## config.mk

```make
export PLATFORM = sky130hd
export DESIGN_NAME = liu_system_data_interface
export DESIGN_NICKNAME = d
export VERILOG_FILES = /design/src/shared/liu_pkg.sv /design/src/shared/liu_chan_if.sv /design/src/design/liu_chan.sv /design/src/design/liu_system_data_interface.sv
export VERILOG_INCLUDE_DIRS = /design/src /design/src/shared
export SDC_FILE = /design/constraint.sdc
export NUM_CORES = 2
export LEC_CHECK = 0
export ABC_AREA = 1
export BUFFER_PORTS_ARGS = -buffer_cell sky130_fd_sc_hd__buf_2
export CORE_ASPECT_RATIO = 1.4
export CORE_MARGIN = 3
export CORE_UTILIZATION = 60
export DETAILED_ROUTE_END_ITERATION = 7
export PLACE_DENSITY = 0.8
export SYNTH_ARGS = -nofsm -noshare
export SYNTH_HDL_FRONTEND = slang
export SYNTH_HIERARCHICAL = 1
export SYNTH_SLANG_ARGS = --single-unit
```

## constraint.sdc

```tcl
create_clock -name I_CLK -period 2.9 [get_ports I_CLK]
set_input_delay 0.58 -clock I_CLK [delete_from_list [all_inputs] [get_ports I_CLK]]
set_output_delay 0.58 -clock I_CLK [all_outputs]
set_load 0.005 [all_outputs]
```

## src/shared/liu_map.svh

```systemverilog
/*
 * Constants of the eight-channel system data interface: offsets,
 * symbol codes and timing counts.
 * Assumes a 250 MHz core clock and a plain strobe register port.
 */
// Notes on behaviour
// - Every channel has its own transmit and receive data and clock path.
// - Single rail: transmit NRZ data is captured on the active transmit clock edge.
// - A per-channel bit picks the rising or falling transmit clock edge.
// - Single rail: captured data is AMI, HDB3 or B8ZS encoded toward the line.
// - Dual rail: rails 00 and 11 give space, 01 positive, 10 negative pulse.
// - A missing transmit clock is flagged and interrupts unless masked.
// - Single rail: received pulses are decoded to NRZ with the chosen line code.
// - A per-channel bit inverts the single-rail receive data output.
// - Single rail: the code violation output reports received violations.
// - HDB3 or B8ZS: line code violations appear on the violation output.
// - AMI: bipolar violations appear on the violation output.
// - Dual rail with recovery: rails follow pulse polarity, level selectable.
// - With recovery on, receive outputs change on the selectable active receive clock edge; with it off they follow the rails.
// - With recovery on, the receive clock is recovered from the line pulses.
// - With recovery off, the receive clock is the XOR of the sliced rails.
// - Under loss of signal, a select bit routes the master reference out.
// - Lost transmit clock disables the driver unless looping back or patterning.
`ifndef LIU_MAP_SVH
`define LIU_MAP_SVH

`define CLK_NS 4
`define CLK_KHZ 250000
`define E1_KHZ 2048
`define T1_KHZ 1544
`define BIT_CYC_E1 (`CLK_KHZ / `E1_KHZ)
`define BIT_CYC_T1 (`CLK_KHZ / `T1_KHZ)
`define TX_MISS_NS 2000
`define TX_MISS_CYC ((`TX_MISS_NS + `CLK_NS - 1) / `CLK_NS)
`define PH_W 8

`define SYM_SPACE 2'h0
`define SYM_POS 2'h1
`define SYM_NEG 2'h2
`define SYM_MARK 2'h3

`define REG_DUAL 8'h00
`define REG_TX_EDGE 8'h04
`define REG_RX_INV 8'h08
`define REG_RX_EDGE 8'h0C
`define REG_CDR_EN 8'h10
`define REG_LINE_CODE 8'h14
`define REG_E1_SEL 8'h18
`define REG_MAINT 8'h1C
`define REG_IRQ_MASK 8'h20
`define REG_STATUS 8'h24

`endif

```

## src/shared/liu_pkg.sv

```systemverilog
/*
 * Types shared by the system data interface and its transmit channel.
 * Assumes liu_map.svh on the include path.
 */
`include "liu_map.svh"
package liu_pkg;
    typedef enum logic [1:0] {CODE_AMI, CODE_HDB3, CODE_B8ZS, CODE_RSVD} line_code_type;

    typedef struct packed {
        logic [2:0] pos_s;
        logic [2:0] neg_s;
        logic pos_f;
        logic neg_f;
        logic [`PH_W-1:0] ph;
        logic got_pos;
        logic got_neg;
        logic [15:0] sym;
        logic [7:0] data;
        logic [7:0] vfl;
        logic have_mark;
        logic last_neg;
        logic have_v;
        logic v_neg;
        logic out_a;
        logic out_b;
        logic rclk;
    } rx_chan_type;
endpackage : liu_pkg

```

## src/shared/liu_chan_if.sv

```systemverilog
/*
 * Signals between the interface top and one transmit channel.
 * Assumes all signals except the asynchronous transmit pins live on the core clock.
 */
`timescale 1ns/100ps
interface liu_chan_if;
    logic tclk_pin;
    logic tdat_pin;
    logic tneg_pin;
    logic dual;
    logic edge_fall;
    liu_pkg::line_code_type code;
    logic remote_lb;
    logic int_pat;
    logic mref_edge;
    logic [1:0] lb_sym;
    logic [1:0] line_sym;
    logic line_oe;
    logic clk_missing;
    modport top (output tclk_pin, tdat_pin, tneg_pin, dual, edge_fall, code, remote_lb,
        int_pat, mref_edge, lb_sym, input line_sym, line_oe, clk_missing);
    modport chan (input tclk_pin, tdat_pin, tneg_pin, dual, edge_fall, code, remote_lb,
        int_pat, mref_edge, lb_sym, output line_sym, line_oe, clk_missing);
endinterface : liu_chan_if

```

## src/design/liu_chan.sv

```systemverilog
/*
 * One transmit channel: pin sampling, line encoding, missing clock watch.
 * Assumes transmit pins are asynchronous and config comes from the core clock.
 */
`timescale 1ns/100ps
`include "liu_map.svh"
module liu_chan #(
    parameter int MISS_CYC = `TX_MISS_CYC
) (
    input wire logic i_clk,
    input wire logic i_rst_n,
    liu_chan_if.chan bus
);
    localparam int MW = $clog2(MISS_CYC + 1);

    typedef struct packed {
        logic [2:0] clk_s;
        logic [2:0] dat_s;
        logic [2:0] neg_s;
        logic clk_f;
        logic [15:0] sym;
        logic last_neg;
        logic odd;
        logic [1:0] out;
        logic [MW-1:0] cnt;
        logic miss;
        logic oe;
    } tx_state_type;

    tx_state_type r;
    tx_state_type n;
    logic edge_tx;
    logic sample;
    logic [1:0] last_sym;

    // Change counts once stages two and three agree
    assign edge_tx = (r.clk_s[2] == r.clk_s[1]) && (r.clk_s[2] != r.clk_f)
        && (r.clk_s[2] != bus.edge_fall);
    assign sample = bus.int_pat ? bus.mref_edge : edge_tx;
    assign last_sym = r.last_neg ? `SYM_NEG : `SYM_POS;

    always_comb begin
        logic [15:0] s;
        logic [1:0] o;
        s = r.sym;
        o = `SYM_SPACE;
        n = r;
        n.clk_s = {r.clk_s[1:0], bus.tclk_pin};
        n.dat_s = {r.dat_s[1:0], bus.tdat_pin};
        n.neg_s = {r.neg_s[1:0], bus.tneg_pin};
        if (r.clk_s[2] == r.clk_s[1]) begin
            n.clk_f = r.clk_s[2];
        end
        if (edge_tx) begin
            n.cnt = '0;
            n.miss = 1'b0;
        end else if (r.cnt == MW'(MISS_CYC)) begin
            n.miss = 1'b1;
        end else begin
            n.cnt = r.cnt + 1'b1;
        end
        if (bus.remote_lb) begin
            n.out = bus.lb_sym;
        end else if (sample && bus.dual) begin
            case ({r.dat_s[2], r.neg_s[2]})
                2'b01: n.out = `SYM_POS;
                2'b10: n.out = `SYM_NEG;
                default: n.out = `SYM_SPACE;
            endcase
        end else if (sample) begin
            // Substitute at the output end, where sent polarity is known
            if (bus.code == liu_pkg::CODE_HDB3 && s[15:8] == '0) begin
                if (r.odd) begin
                    s[15:8] = {`SYM_SPACE, `SYM_SPACE, `SYM_SPACE, last_sym};
                end else begin
                    s[15:8] = {~last_sym, `SYM_SPACE, `SYM_SPACE, ~last_sym};
                end
            end else if (bus.code == liu_pkg::CODE_B8ZS && s == '0) begin
                s = {`SYM_SPACE, `SYM_SPACE, `SYM_SPACE, last_sym, ~last_sym,
                    `SYM_SPACE, ~last_sym, last_sym};
            end
            o = (s[15:14] == `SYM_MARK) ? ~last_sym : s[15:14];
            if (o != `SYM_SPACE) begin
                n.odd = (o == last_sym) ? 1'b0 : ~r.odd;
                n.last_neg = (o == `SYM_NEG);
            end
            n.out = o;
            n.sym = {s[13:0], (bus.int_pat | r.dat_s[2]) ? `SYM_MARK : `SYM_SPACE};
        end
        n.oe = !n.miss || bus.remote_lb || bus.int_pat;
    end

    always_ff @(posedge i_clk) begin
        if (!i_rst_n) begin
            r <= '0;
        end else begin
            r <= n;
        end
    end

    assign bus.line_sym = r.out;
    assign bus.line_oe = r.oe;
    assign bus.clk_missing = r.miss;
endmodule : liu_chan

```

## src/design/liu_system_data_interface.sv

```systemverilog
/*
 * Eight-channel system data interface: register port, receive decode and
 * clock recovery, transmit channels, missing clock interrupt.
 * Assumes sliced rails, clocks and master reference arrive asynchronously,
 * and loss of signal comes from logic on the core clock.
 */
// The placing of the registers and the address-and-strobe port were left to the implementer.
`timescale 1ns/100ps
`include "liu_map.svh"
module liu_system_data_interface #(
    parameter int N = 8,
    parameter int BIT_E1 = `BIT_CYC_E1,
    parameter int BIT_T1 = `BIT_CYC_T1,
    parameter int MISS_CYC = `TX_MISS_CYC
) (
    input wire logic I_CLK,
    input wire logic I_RST_N,
    input wire logic [7:0] I_ADDR,
    input wire logic [31:0] I_WDATA,
    input wire logic I_WR,
    input wire logic I_RD,
    output logic [31:0] O_RDATA,
    input wire logic [N-1:0] I_TX_NRZ_IN,
    input wire logic [N-1:0] I_TX_NEG_RAIL_IN,
    input wire logic [N-1:0] I_TX_CLOCK_IN,
    input wire logic [N-1:0] I_RX_POS_SLICE,
    input wire logic [N-1:0] I_RX_NEG_SLICE,
    input wire logic [N-1:0] I_LOS,
    input wire logic I_MCLK_REF,
    output logic [N-1:0] O_RX_NRZ_OUT,
    output logic [N-1:0] O_CODE_VIOLATION_OUT,
    output logic [N-1:0] O_RX_CLOCK_OUT,
    output logic [N-1:0] O_LINE_POS,
    output logic [N-1:0] O_LINE_NEG,
    output logic [N-1:0] O_LINE_OE,
    output logic O_TCLK_MISS_IRQ
);
    typedef struct packed {
        logic [N-1:0] dual;
        logic [N-1:0] tx_fall;
        logic [N-1:0] rx_inv;
        logic [N-1:0] rx_fall;
        logic [N-1:0] cdr_en;
        logic [N-1:0] e1;
        logic [N-1:0] los_rclk;
        logic [N-1:0] rlb;
        logic [N-1:0] int_pat;
        logic [N-1:0] mask;
        logic [2*N-1:0] code;
        logic [31:0] rdata;
        logic [2:0] mref_s;
        logic mref_f;
        logic mref_edge;
        liu_pkg::rx_chan_type [N-1:0] rx;
    } state_type;

    state_type r;
    state_type n;
    logic [N-1:0][`PH_W-1:0] per;
    logic [N-1:0] rise_ev;
    logic [N-1:0] fall_ev;
    logic [N-1:0] upd_ev;
    logic [N-1:0] miss;

    // One full channel per lane
    generate
        for (genvar g = 0; g < N; g++) begin : ch
            liu_chan_if cif ();
            assign cif.tclk_pin = I_TX_CLOCK_IN[g];
            assign cif.tdat_pin = I_TX_NRZ_IN[g];
            assign cif.tneg_pin = I_TX_NEG_RAIL_IN[g];
            assign cif.dual = r.dual[g];
            assign cif.edge_fall = r.tx_fall[g];
            assign cif.code = liu_pkg::line_code_type'(r.code[2*g +: 2]);
            assign cif.remote_lb = r.rlb[g];
            assign cif.int_pat = r.int_pat[g];
            assign cif.mref_edge = r.mref_edge;
            assign cif.lb_sym = (r.rx[g].pos_f && r.rx[g].neg_f) ? `SYM_SPACE
                : {r.rx[g].neg_f, r.rx[g].pos_f};
            liu_chan #(
                .MISS_CYC(MISS_CYC)
            ) u_chan (
                .i_clk(I_CLK),
                .i_rst_n(I_RST_N),
                .bus(cif)
            );
            assign miss[g] = cif.clk_missing;
            assign O_LINE_POS[g] = cif.line_sym[0];
            assign O_LINE_NEG[g] = cif.line_sym[1];
            assign O_LINE_OE[g] = cif.line_oe;
            assign per[g] = r.e1[g] ? `PH_W'(BIT_E1) : `PH_W'(BIT_T1);
            assign rise_ev[g] = (r.rx[g].ph == per[g] - 1'b1);
            assign fall_ev[g] = (r.rx[g].ph == (per[g] >> 1) - 1'b1);
            assign upd_ev[g] = r.rx_fall[g] ? fall_ev[g] : rise_ev[g];
            assign O_RX_NRZ_OUT[g] = r.rx[g].out_a;
            assign O_CODE_VIOLATION_OUT[g] = r.rx[g].out_b;
            assign O_RX_CLOCK_OUT[g] = r.rx[g].rclk;
        end
    endgenerate

    assign O_RDATA = r.rdata;
    assign O_TCLK_MISS_IRQ = |(miss & ~r.mask);

    always_comb begin
        logic [1:0] s;
        logic m;
        logic pol;
        logic bpv;
        logic np;
        logic nn;
        logic inv;
        logic [1:0] cd;
        s = `SYM_SPACE;
        m = 1'b0;
        pol = 1'b0;
        bpv = 1'b0;
        np = 1'b0;
        nn = 1'b0;
        inv = 1'b0;
        cd = '0;
        n = r;
        n.rdata = '0;
        n.mref_s = {r.mref_s[1:0], I_MCLK_REF};
        if (r.mref_s[2] == r.mref_s[1]) begin
            n.mref_f = r.mref_s[2];
        end
        n.mref_edge = n.mref_f && !r.mref_f;

        // Register writes
        if (I_WR) begin
            if (I_ADDR == `REG_DUAL) begin
                n.dual = I_WDATA[N-1:0];
            end else if (I_ADDR == `REG_TX_EDGE) begin
                n.tx_fall = I_WDATA[N-1:0];
            end else if (I_ADDR == `REG_RX_INV) begin
                n.rx_inv = I_WDATA[N-1:0];
            end else if (I_ADDR == `REG_RX_EDGE) begin
                n.rx_fall = I_WDATA[N-1:0];
            end else if (I_ADDR == `REG_CDR_EN) begin
                n.cdr_en = I_WDATA[N-1:0];
            end else if (I_ADDR == `REG_LINE_CODE) begin
                n.code = I_WDATA[2*N-1:0];
            end else if (I_ADDR == `REG_E1_SEL) begin
                n.e1 = I_WDATA[N-1:0];
            end else if (I_ADDR == `REG_MAINT) begin
                n.los_rclk = I_WDATA[N-1:0];
                n.rlb = I_WDATA[2*N-1:N];
                n.int_pat = I_WDATA[3*N-1:2*N];
            end else if (I_ADDR == `REG_IRQ_MASK) begin
                n.mask = I_WDATA[N-1:0];
            end
        end

        // Register reads, answered next cycle
        if (I_RD) begin
            if (I_ADDR == `REG_DUAL) begin
                n.rdata = 32'(r.dual);
            end else if (I_ADDR == `REG_TX_EDGE) begin
                n.rdata = 32'(r.tx_fall);
            end else if (I_ADDR == `REG_RX_INV) begin
                n.rdata = 32'(r.rx_inv);
            end else if (I_ADDR == `REG_RX_EDGE) begin
                n.rdata = 32'(r.rx_fall);
            end else if (I_ADDR == `REG_CDR_EN) begin
                n.rdata = 32'(r.cdr_en);
            end else if (I_ADDR == `REG_LINE_CODE) begin
                n.rdata = 32'(r.code);
            end else if (I_ADDR == `REG_E1_SEL) begin
                n.rdata = 32'(r.e1);
            end else if (I_ADDR == `REG_MAINT) begin
                n.rdata = 32'({r.int_pat, r.rlb, r.los_rclk});
            end else if (I_ADDR == `REG_IRQ_MASK) begin
                n.rdata = 32'(r.mask);
            end else if (I_ADDR == `REG_STATUS) begin
                n.rdata = 32'({I_LOS, miss});
            end
        end

        // Receive path per channel
        for (int i = 0; i < N; i++) begin
            inv = r.rx_inv[i];
            cd = r.code[2*i +: 2];
            n.rx[i].pos_s = {r.rx[i].pos_s[1:0], I_RX_POS_SLICE[i]};
            n.rx[i].neg_s = {r.rx[i].neg_s[1:0], I_RX_NEG_SLICE[i]};
            if (r.rx[i].pos_s[2] == r.rx[i].pos_s[1]) begin
                n.rx[i].pos_f = r.rx[i].pos_s[2];
            end
            if (r.rx[i].neg_s[2] == r.rx[i].neg_s[1]) begin
                n.rx[i].neg_f = r.rx[i].neg_s[2];
            end
            np = n.rx[i].pos_f && !r.rx[i].pos_f;
            nn = n.rx[i].neg_f && !r.rx[i].neg_f;
            n.rx[i].ph = rise_ev[i] ? '0 : r.rx[i].ph + 1'b1;
            if ((np || nn) && !I_LOS[i]) begin
                n.rx[i].ph = per[i] >> 1;
            end
            if (rise_ev[i]) begin
                n.rx[i].got_pos = np;
                n.rx[i].got_neg = nn;
                if (r.rx[i].got_pos && !r.rx[i].got_neg) begin
                    s = `SYM_POS;
                end else if (r.rx[i].got_neg && !r.rx[i].got_pos) begin
                    s = `SYM_NEG;
                end else begin
                    s = `SYM_SPACE;
                end
                m = (s != `SYM_SPACE);
                pol = (s == `SYM_NEG);
                bpv = m && r.rx[i].have_mark && (pol == r.rx[i].last_neg);
                n.rx[i].sym = {r.rx[i].sym[13:0], s};
                n.rx[i].data = {r.rx[i].data[6:0], m};
                n.rx[i].vfl = {r.rx[i].vfl[6:0], bpv};
                if (m) begin
                    n.rx[i].have_mark = 1'b1;
                    n.rx[i].last_neg = pol;
                end
                if (cd == liu_pkg::CODE_HDB3 && bpv && n.rx[i].sym[5:2] == '0) begin
                    // 000V or B00V: substitution, not data
                    n.rx[i].data[3:0] = '0;
                    n.rx[i].vfl[0] = r.rx[i].have_v && (pol == r.rx[i].v_neg);
                    n.rx[i].have_v = 1'b1;
                    n.rx[i].v_neg = pol;
                end else if (cd == liu_pkg::CODE_B8ZS && n.rx[i].sym[15:10] == '0
                        && n.rx[i].sym[9:8] != `SYM_SPACE
                        && n.rx[i].sym[7:6] == ~n.rx[i].sym[9:8]
                        && n.rx[i].sym[5:4] == `SYM_SPACE
                        && n.rx[i].sym[3:2] == n.rx[i].sym[7:6]
                        && n.rx[i].sym[1:0] == n.rx[i].sym[9:8]) begin
                    n.rx[i].data = '0;
                    n.rx[i].vfl = '0;
                end
            end else begin
                n.rx[i].got_pos = r.rx[i].got_pos || np;
                n.rx[i].got_neg = r.rx[i].got_neg || nn;
            end

            if (I_LOS[i] && r.los_rclk[i]) begin
                n.rx[i].rclk = r.mref_f;
            end else if (!r.cdr_en[i]) begin
                n.rx[i].rclk = r.rx[i].pos_f ^ r.rx[i].neg_f;
            end else begin
                n.rx[i].rclk = (n.rx[i].ph < (per[i] >> 1));
            end
            if (!r.cdr_en[i]) begin
                n.rx[i].out_a = r.rx[i].pos_f ^ inv;
                n.rx[i].out_b = r.rx[i].neg_f ^ inv;
            end else if (upd_ev[i] && r.dual[i]) begin
                n.rx[i].out_a = r.rx[i].sym[0] ^ inv;
                n.rx[i].out_b = r.rx[i].sym[1] ^ inv;
            end else if (upd_ev[i]) begin
                n.rx[i].out_a = r.rx[i].data[7] ^ inv;
                n.rx[i].out_b = r.rx[i].vfl[7];
            end
        end
    end

    always_ff @(posedge I_CLK) begin
        if (!I_RST_N) begin
            r <= '0;
            r.cdr_en <= '1;
            r.e1 <= '1;
        end else begin
            r <= n;
        end
    end
endmodule : liu_system_data_interface

```

Word-level counts from Yosys, hierarchy flattened:

Cells that the tools add are included.
W data, S select, Z words.

* $add $sub $neg: 32
* magnitude comparators: 8
* eq/ne operators: 186
* muxes and demuxes: 323
* bitwise operators: 108
* reductions and logical operators: 409

Operators by type and width (number)
* $mux W8: 77
* $mux W16: 20
* $mux W2: 112
* $logic_and A1 B1 Y1: 193
* $eq A8 B8 Y1: 16
* $logic_not A16 Y1: 8
* $mux W1: 81
* $eq A2 B2 Y1 const B: 40
* $add A9 B1 Y9 const B: 8
* $eq A9 B9 Y1 const B: 8
* $logic_not A8 Y1: 9
* $add A8 B1 Y8 const B: 8
* $eq A2 B2 Y1: 32
* $lt A8 B7 Y1: 8
* $mux W4: 16
* $sub A7 B1 Y8 const B: 8
* $sub A8 B1 Y8 const B: 8
* $mux W7: 8
* $logic_not A1 Y1: 49
* $logic_not A6 Y1: 8
* $reduce_bool A2 Y1: 24
* $xor A1 B1 Y1: 48
* $eq A1 B1 Y1: 41
* $logic_or A1 B1 Y1: 40
* other kinds (31): 196

* register bits after elaboration: 901
* input bits: 93
* output and inout bits: 81
* word-level logic and storage cells: 1308

Longest topological paths before layout:

* depth after elaboration: 12
* mapped depth: 21
* gate-level depth less buffers: 20

Modules after synthesis:

Netlist, hierarchy kept.

By module, submodules not included
* liu_system_data_interface: times used 1, cells an instance 3619, area each 26012.4 µm², seq. area each 11310.8 µm²
* liu_chan: times used 8, cells an instance 265, area each 1901.8 µm², seq. area each 800.8 µm²

Worst setup path after synthesis:

No wires, ideal clock.

* path type: register to register
* from: register r[541] (netlist name)
* to: register r, in the netlist O_RX_CLOCK_OUT[0]
* library setup time: 0.070 ns
* arrival: 2.139 ns
* data required time: 2.830 ns
* setup slack: 0.691 ns
* cell stages (with the launch flop): 20
* buffers on the path: 1
* period minus slack after synthesis: 2.209 ns
* path through: dfxtp_1 buf_4 inv_2 nand2_1 nand2_1 inv_1 nand4_2 inv_1 nor2_2 inv_1 or2_2 nand2_1 ha_1 nand2_1 nor2_1 nand2_1 nand2_1 nand2_1 nand2_1 a21oi_1

RTL lines
* end signal: assignment: line liu_system_data_interface.sv:263 `r <= n;`
* end: declaration: line liu_system_data_interface.sv:57 `state_type r;`

Worst setup path after layout:

* from: register ch[7].u_chan.r, in the netlist ch[7].u_chan/bus.clk_missing
* to: output O_TCLK_MISS_IRQ

* cells in the longest elaborated chain, start to end: 2

Ends and longest elaborated chain
* start: declaration: line liu_chan.sv:30 `tx_state_type r;`
* start signal: assignment: line liu_chan.sv:97 `r <= n;`
* $and A8 B8 Y8: line liu_system_data_interface.sv:102 `assign O_TCLK_MISS_IRQ = |(miss & ~r.mask);`
* $reduce_or A8 Y1: line liu_system_data_interface.sv:102
* end: declaration: line liu_system_data_interface.sv:36 `output logic O_TCLK_MISS_IRQ`

Every way passes these cells.

==> summary.md <==
| Metric | Value |
|---|---|
| Status | `completed` |
| Post-detailed-route count of antenna-violating nets | `0` |
| Startpoint types | `flop` |
| Slew Limit Fails | `0` |
| Most frequent cells in the layout | `nand2_1 (1230), inv_1 (889), dfxtp_1 (885), a21oi_1 (672), o21ai_0 (450)` |
| Hold Crit Class | `in -> reg` |
| Final net count | `5996` |
| Sw Ratio | `22.1%` |
| IO buf count | `157` |
| Distinct cells, synth | `55` |
| Clock skew | `0.0252 ns` |
| Worst slew pin tran | `1.10 ns` |
| Worst flop-to-flop path startpoint | `r[543]` |
| Met2 wire length | `48200 µm` |
| M1 WL | `42300 µm` |
| Max-Cap Viols | `0` |
| Antenna violations before repair | `10` |
| Fin. Hold Viols | `0` |
| Register area share after synthesis | `43.0%` |
| Later-pin clock latency in the skew report | `0.65 ns` |
| Die Y | `316 µm` |
| Worst path max stage delay | `0.37 ns` |
| Die X | `228 µm` |
| Via-per-instance ratio | `5.40` |
| Avg Cell Area, Syn | `7.18 µm²` |
| DR WL/cell | `15.1 µm` |
| Post-CTS sizing | `0` |
| Setup TNS | `0 ns` |
| TritonCTS Buffers | `84` |
| Hold Path Sink | `ch[3].u_chan/n[39]` |
| Share of cells above drive strength 1 | `8.91%` |
| Worst path slowest cell | `dfxtp_1` |
| # clock sinks | `885` |
| Worst endpoint required time | `2.32 ns` |
| WP buf/inv | `2` |
| Setup WS pre-CTS | `0.378 ns` |
| Detailed Routing Iterations Pass 1 | `6` |
| FF/Latch Area | `0.0177 mm²` |
| Psw | `5.54 mW` |
| Final setup margin | `0.410 ns` |
| Fin crit period | `2.49 ns` |
| Vias | `36704` |
| Wire length on met3 | `7530 µm` |
| Hold_sp | `I_TX_CLOCK_IN[3]` |
| Post-DP HPWL | `73600 µm` |
| RSZ-0062 raised after global routing | `no` |
| Fin crit share | `85.9%` |
| Sequential Power Share | `49.7%` |
| R2R Setup Slk | `0.45 ns` |
| PwrDens | `552 mW/mm²` |
| Leak | `20.2 nW` |
| Largest net degree at the start of global routing | `143` |
| Hold Crit Depth | `3` |
| CTS H-tree depth | `3` |
| WL final | `103000 µm` |
| # DRC | `0` |
| Hold_buf cts | `0` |
| Crit Path Class | `reg -> out` |
| Max-slew headroom | `26.2%` |
| Crit path DAT | `1.91 ns` |
| Comb pwr share | `3.5%` |
| Leading cell type in the layout, fill and taps excluded | `nand2_1` |
| WP depth | `5` |
| CP max FO | `2` |
| Gpl congestion | `0.959` |
| Yosys Warn Count | `6` |
| FF-to-FF End | `O_RX_CLOCK_OUT[2]` |
| Clock Path Buffers | `3` |
| Global route overflow | `0` |
| CTS tree | `built` |
| Fill cell count | `5741` |
| Minimum hold slack | `0.107 ns` |
| Share of total power in the clock network | `46.8%` |
| Reg2reg path depth | `19` |
| Die ar. | `0.0719 mm²` |
| Highest Signal Layer | `met5` |
| IO Count | `174` |
| Int Pwr | `19.5 mW` |
| Critical path's top delay family | `buffers and inverters` |
| Peak VDD IR | `0.517 mV` |
| Root Driver | `clkbuf_16` |
| Multi-input logic area | `0.0186 mm²` |
| Rows | `113` |
| Total Power | `25.0 mW` |
| Starting density of the core | `60.6%` |
| Total track usage | `27.9%` |
| Initial DRC Count | `2758` |
| Synthesized area | `0.0412 mm²` |
| Vias in the first global route | `33693` |
| Global-route wire length before repair | `164000 µm` |
| Setup bufs post-CTS | `0` |
| CP cell instances | `inv_1 > o22ai_1 > nor2_1 > o2111ai_1 > buf_2` |
| Setup-failing EPs final | `0` |
| Synth Instances | `5739` |
| Max frequency | `0.402 GHz` |
| FF+latch count, synth | `885` |
| Crit path capture type | `output pin` |
| Core area | `0.0680 mm²` |
| Layout area overhead | `9.89%` |
| Clk slew on worst S/H paths | `0.06 ns` |
-- worst reg2reg max path: cells and delay by family, from the launching register on --
kind            cells  cell delay, ns
flops               1            0.56
buf+inv             3            0.40
compound gates      1            0.12
simple gates       14            1.02
fa+ha+maj           1            0.29
-- sequential cells by signal, summed over array words and instances (netlist names), 16 cells and up --
| name | cells |
|---|---|
| ch.u_chan/bus.line_sym | 16 |
| ch.u_chan/r | 240 |
| n | 34 |
| r | 434 |
| ch.cif.code | 16 |
| ch.u_chan/n | 48 |
| O_RDATA | 24 |
-- power by group through the flow --
| stage | Clock, mW | Combinational (mW) | Sequential [mW] |
|---|---|---|---|
| floorplan | 0 | 0.598 | 12.7 |
| global placement | 0 | 0.839 | 12.7 |
| detailed placement | 0 | 0.855 | 12.7 |
| CTS | 11.9 | 0.867 | 12.4 |
| global route | 12.4 | 0.986 | 12.4 |
| finish | 11.7 | 0.872 | 12.4 |
-- worst max-delay path by stage --
| stage | startpoint | endpoint | slack [ns] |
|---|---|---|---|
| after global placement | I_LOS[7] | O_RX_CLOCK_OUT[7] | 0.42 |
| after detailed placement | I_ADDR[1] | ch[6].cif.edge_fall | 0.38 |
| after CTS | ch[7].u_chan/bus.clk_missing | O_TCLK_MISS_IRQ | 0.43 |
| final | ch[7].u_chan/bus.clk_missing | O_TCLK_MISS_IRQ | 0.41 |
| after global routing | r[543] | O_RX_CLOCK_OUT[2] | 0.19 |
| after floorplan | r[541] | O_RX_CLOCK_OUT[0] | 0.69 |
-- layer usage --
layer	GRT usage, %	vias up
li1	-	18573
met1	34.8	16829
met2	47.1	1049
met3	4.69	247
met4	13.0	6
met5	0	-
-- cell usage after synthesis, drive strengths merged --
library cell,instances,area [µm²]
nor3b,5,37.5
clkinv,8,30.0
or2,15,93.8
nor4,43,389
o211a,1,10.0
nand2,1263,4900
xnor2,23,201
clkbuf,115,434
o21bai,1,7.51
o2111ai,12,105
nand3b,18,135
o21a,13,97.6
ha,104,1300
nor3,103,527
a21oi,672,3360
a31oi,4,25.0
dfxtp,885,17700
o22ai,15,93.8
nor2,427,1790
a211oi,73,588
a41oi,1,8.76
nand3,286,1620
inv,918,3470
xor2,21,184
o41ai,2,17.5
a32oi,1,8.76
o221ai,2,17.5
a22oi,7,52.6
nand4,59,375
o21ai,459,2300
o31ai,1,7.51
conb,1,3.75
and3,3,18.8
and2,3,18.8
a221oi,1,8.76
buf,142,1040
o211ai,32,240
-- logic make-up after synthesis --
| logic type | share of synthesized area [%] |
|---|---|
| compound gates | 16.9 |
| xor+xnor | 0.935 |
| fa+ha+maj | 3.16 |
| flops | 43.0 |
| buf+inv | 12.0 |
| other cells | 0.00910 |
| simple gates | 24.0 |
-- stage by stage --
| stage | area [µm²] | cells | util (%) |
|---|---|---|---|
| after floorplan | 41300 | 5746 | - |
| after global placement | 42300 | 6633 | 62.2 |
| after detailed placement | 42300 | 6633 | 62.2 |
| after CTS | 45300 | 6788 | 66.6 |
| after global routing | 45300 | 6789 | 66.6 |
| final | 45300 | 6793 | 66.6 |
-- layout make-up --
| class | instances | area share [%] |
|---|---|---|
| diodes | 5 | 0.0276 |
| clock buffers | 117 | 5.54 |
| clock inverters | 38 | 1.04 |
| inverters | 926 | 7.73 |
| multi-input cells | 3678 | 41.0 |
| flip-flops and latches | 885 | 39.1 |
| well taps | 920 | 2.54 |
| repair buffers | 224 | 3.03 |
Note: power is estimated with default switching activity, not from simulation.
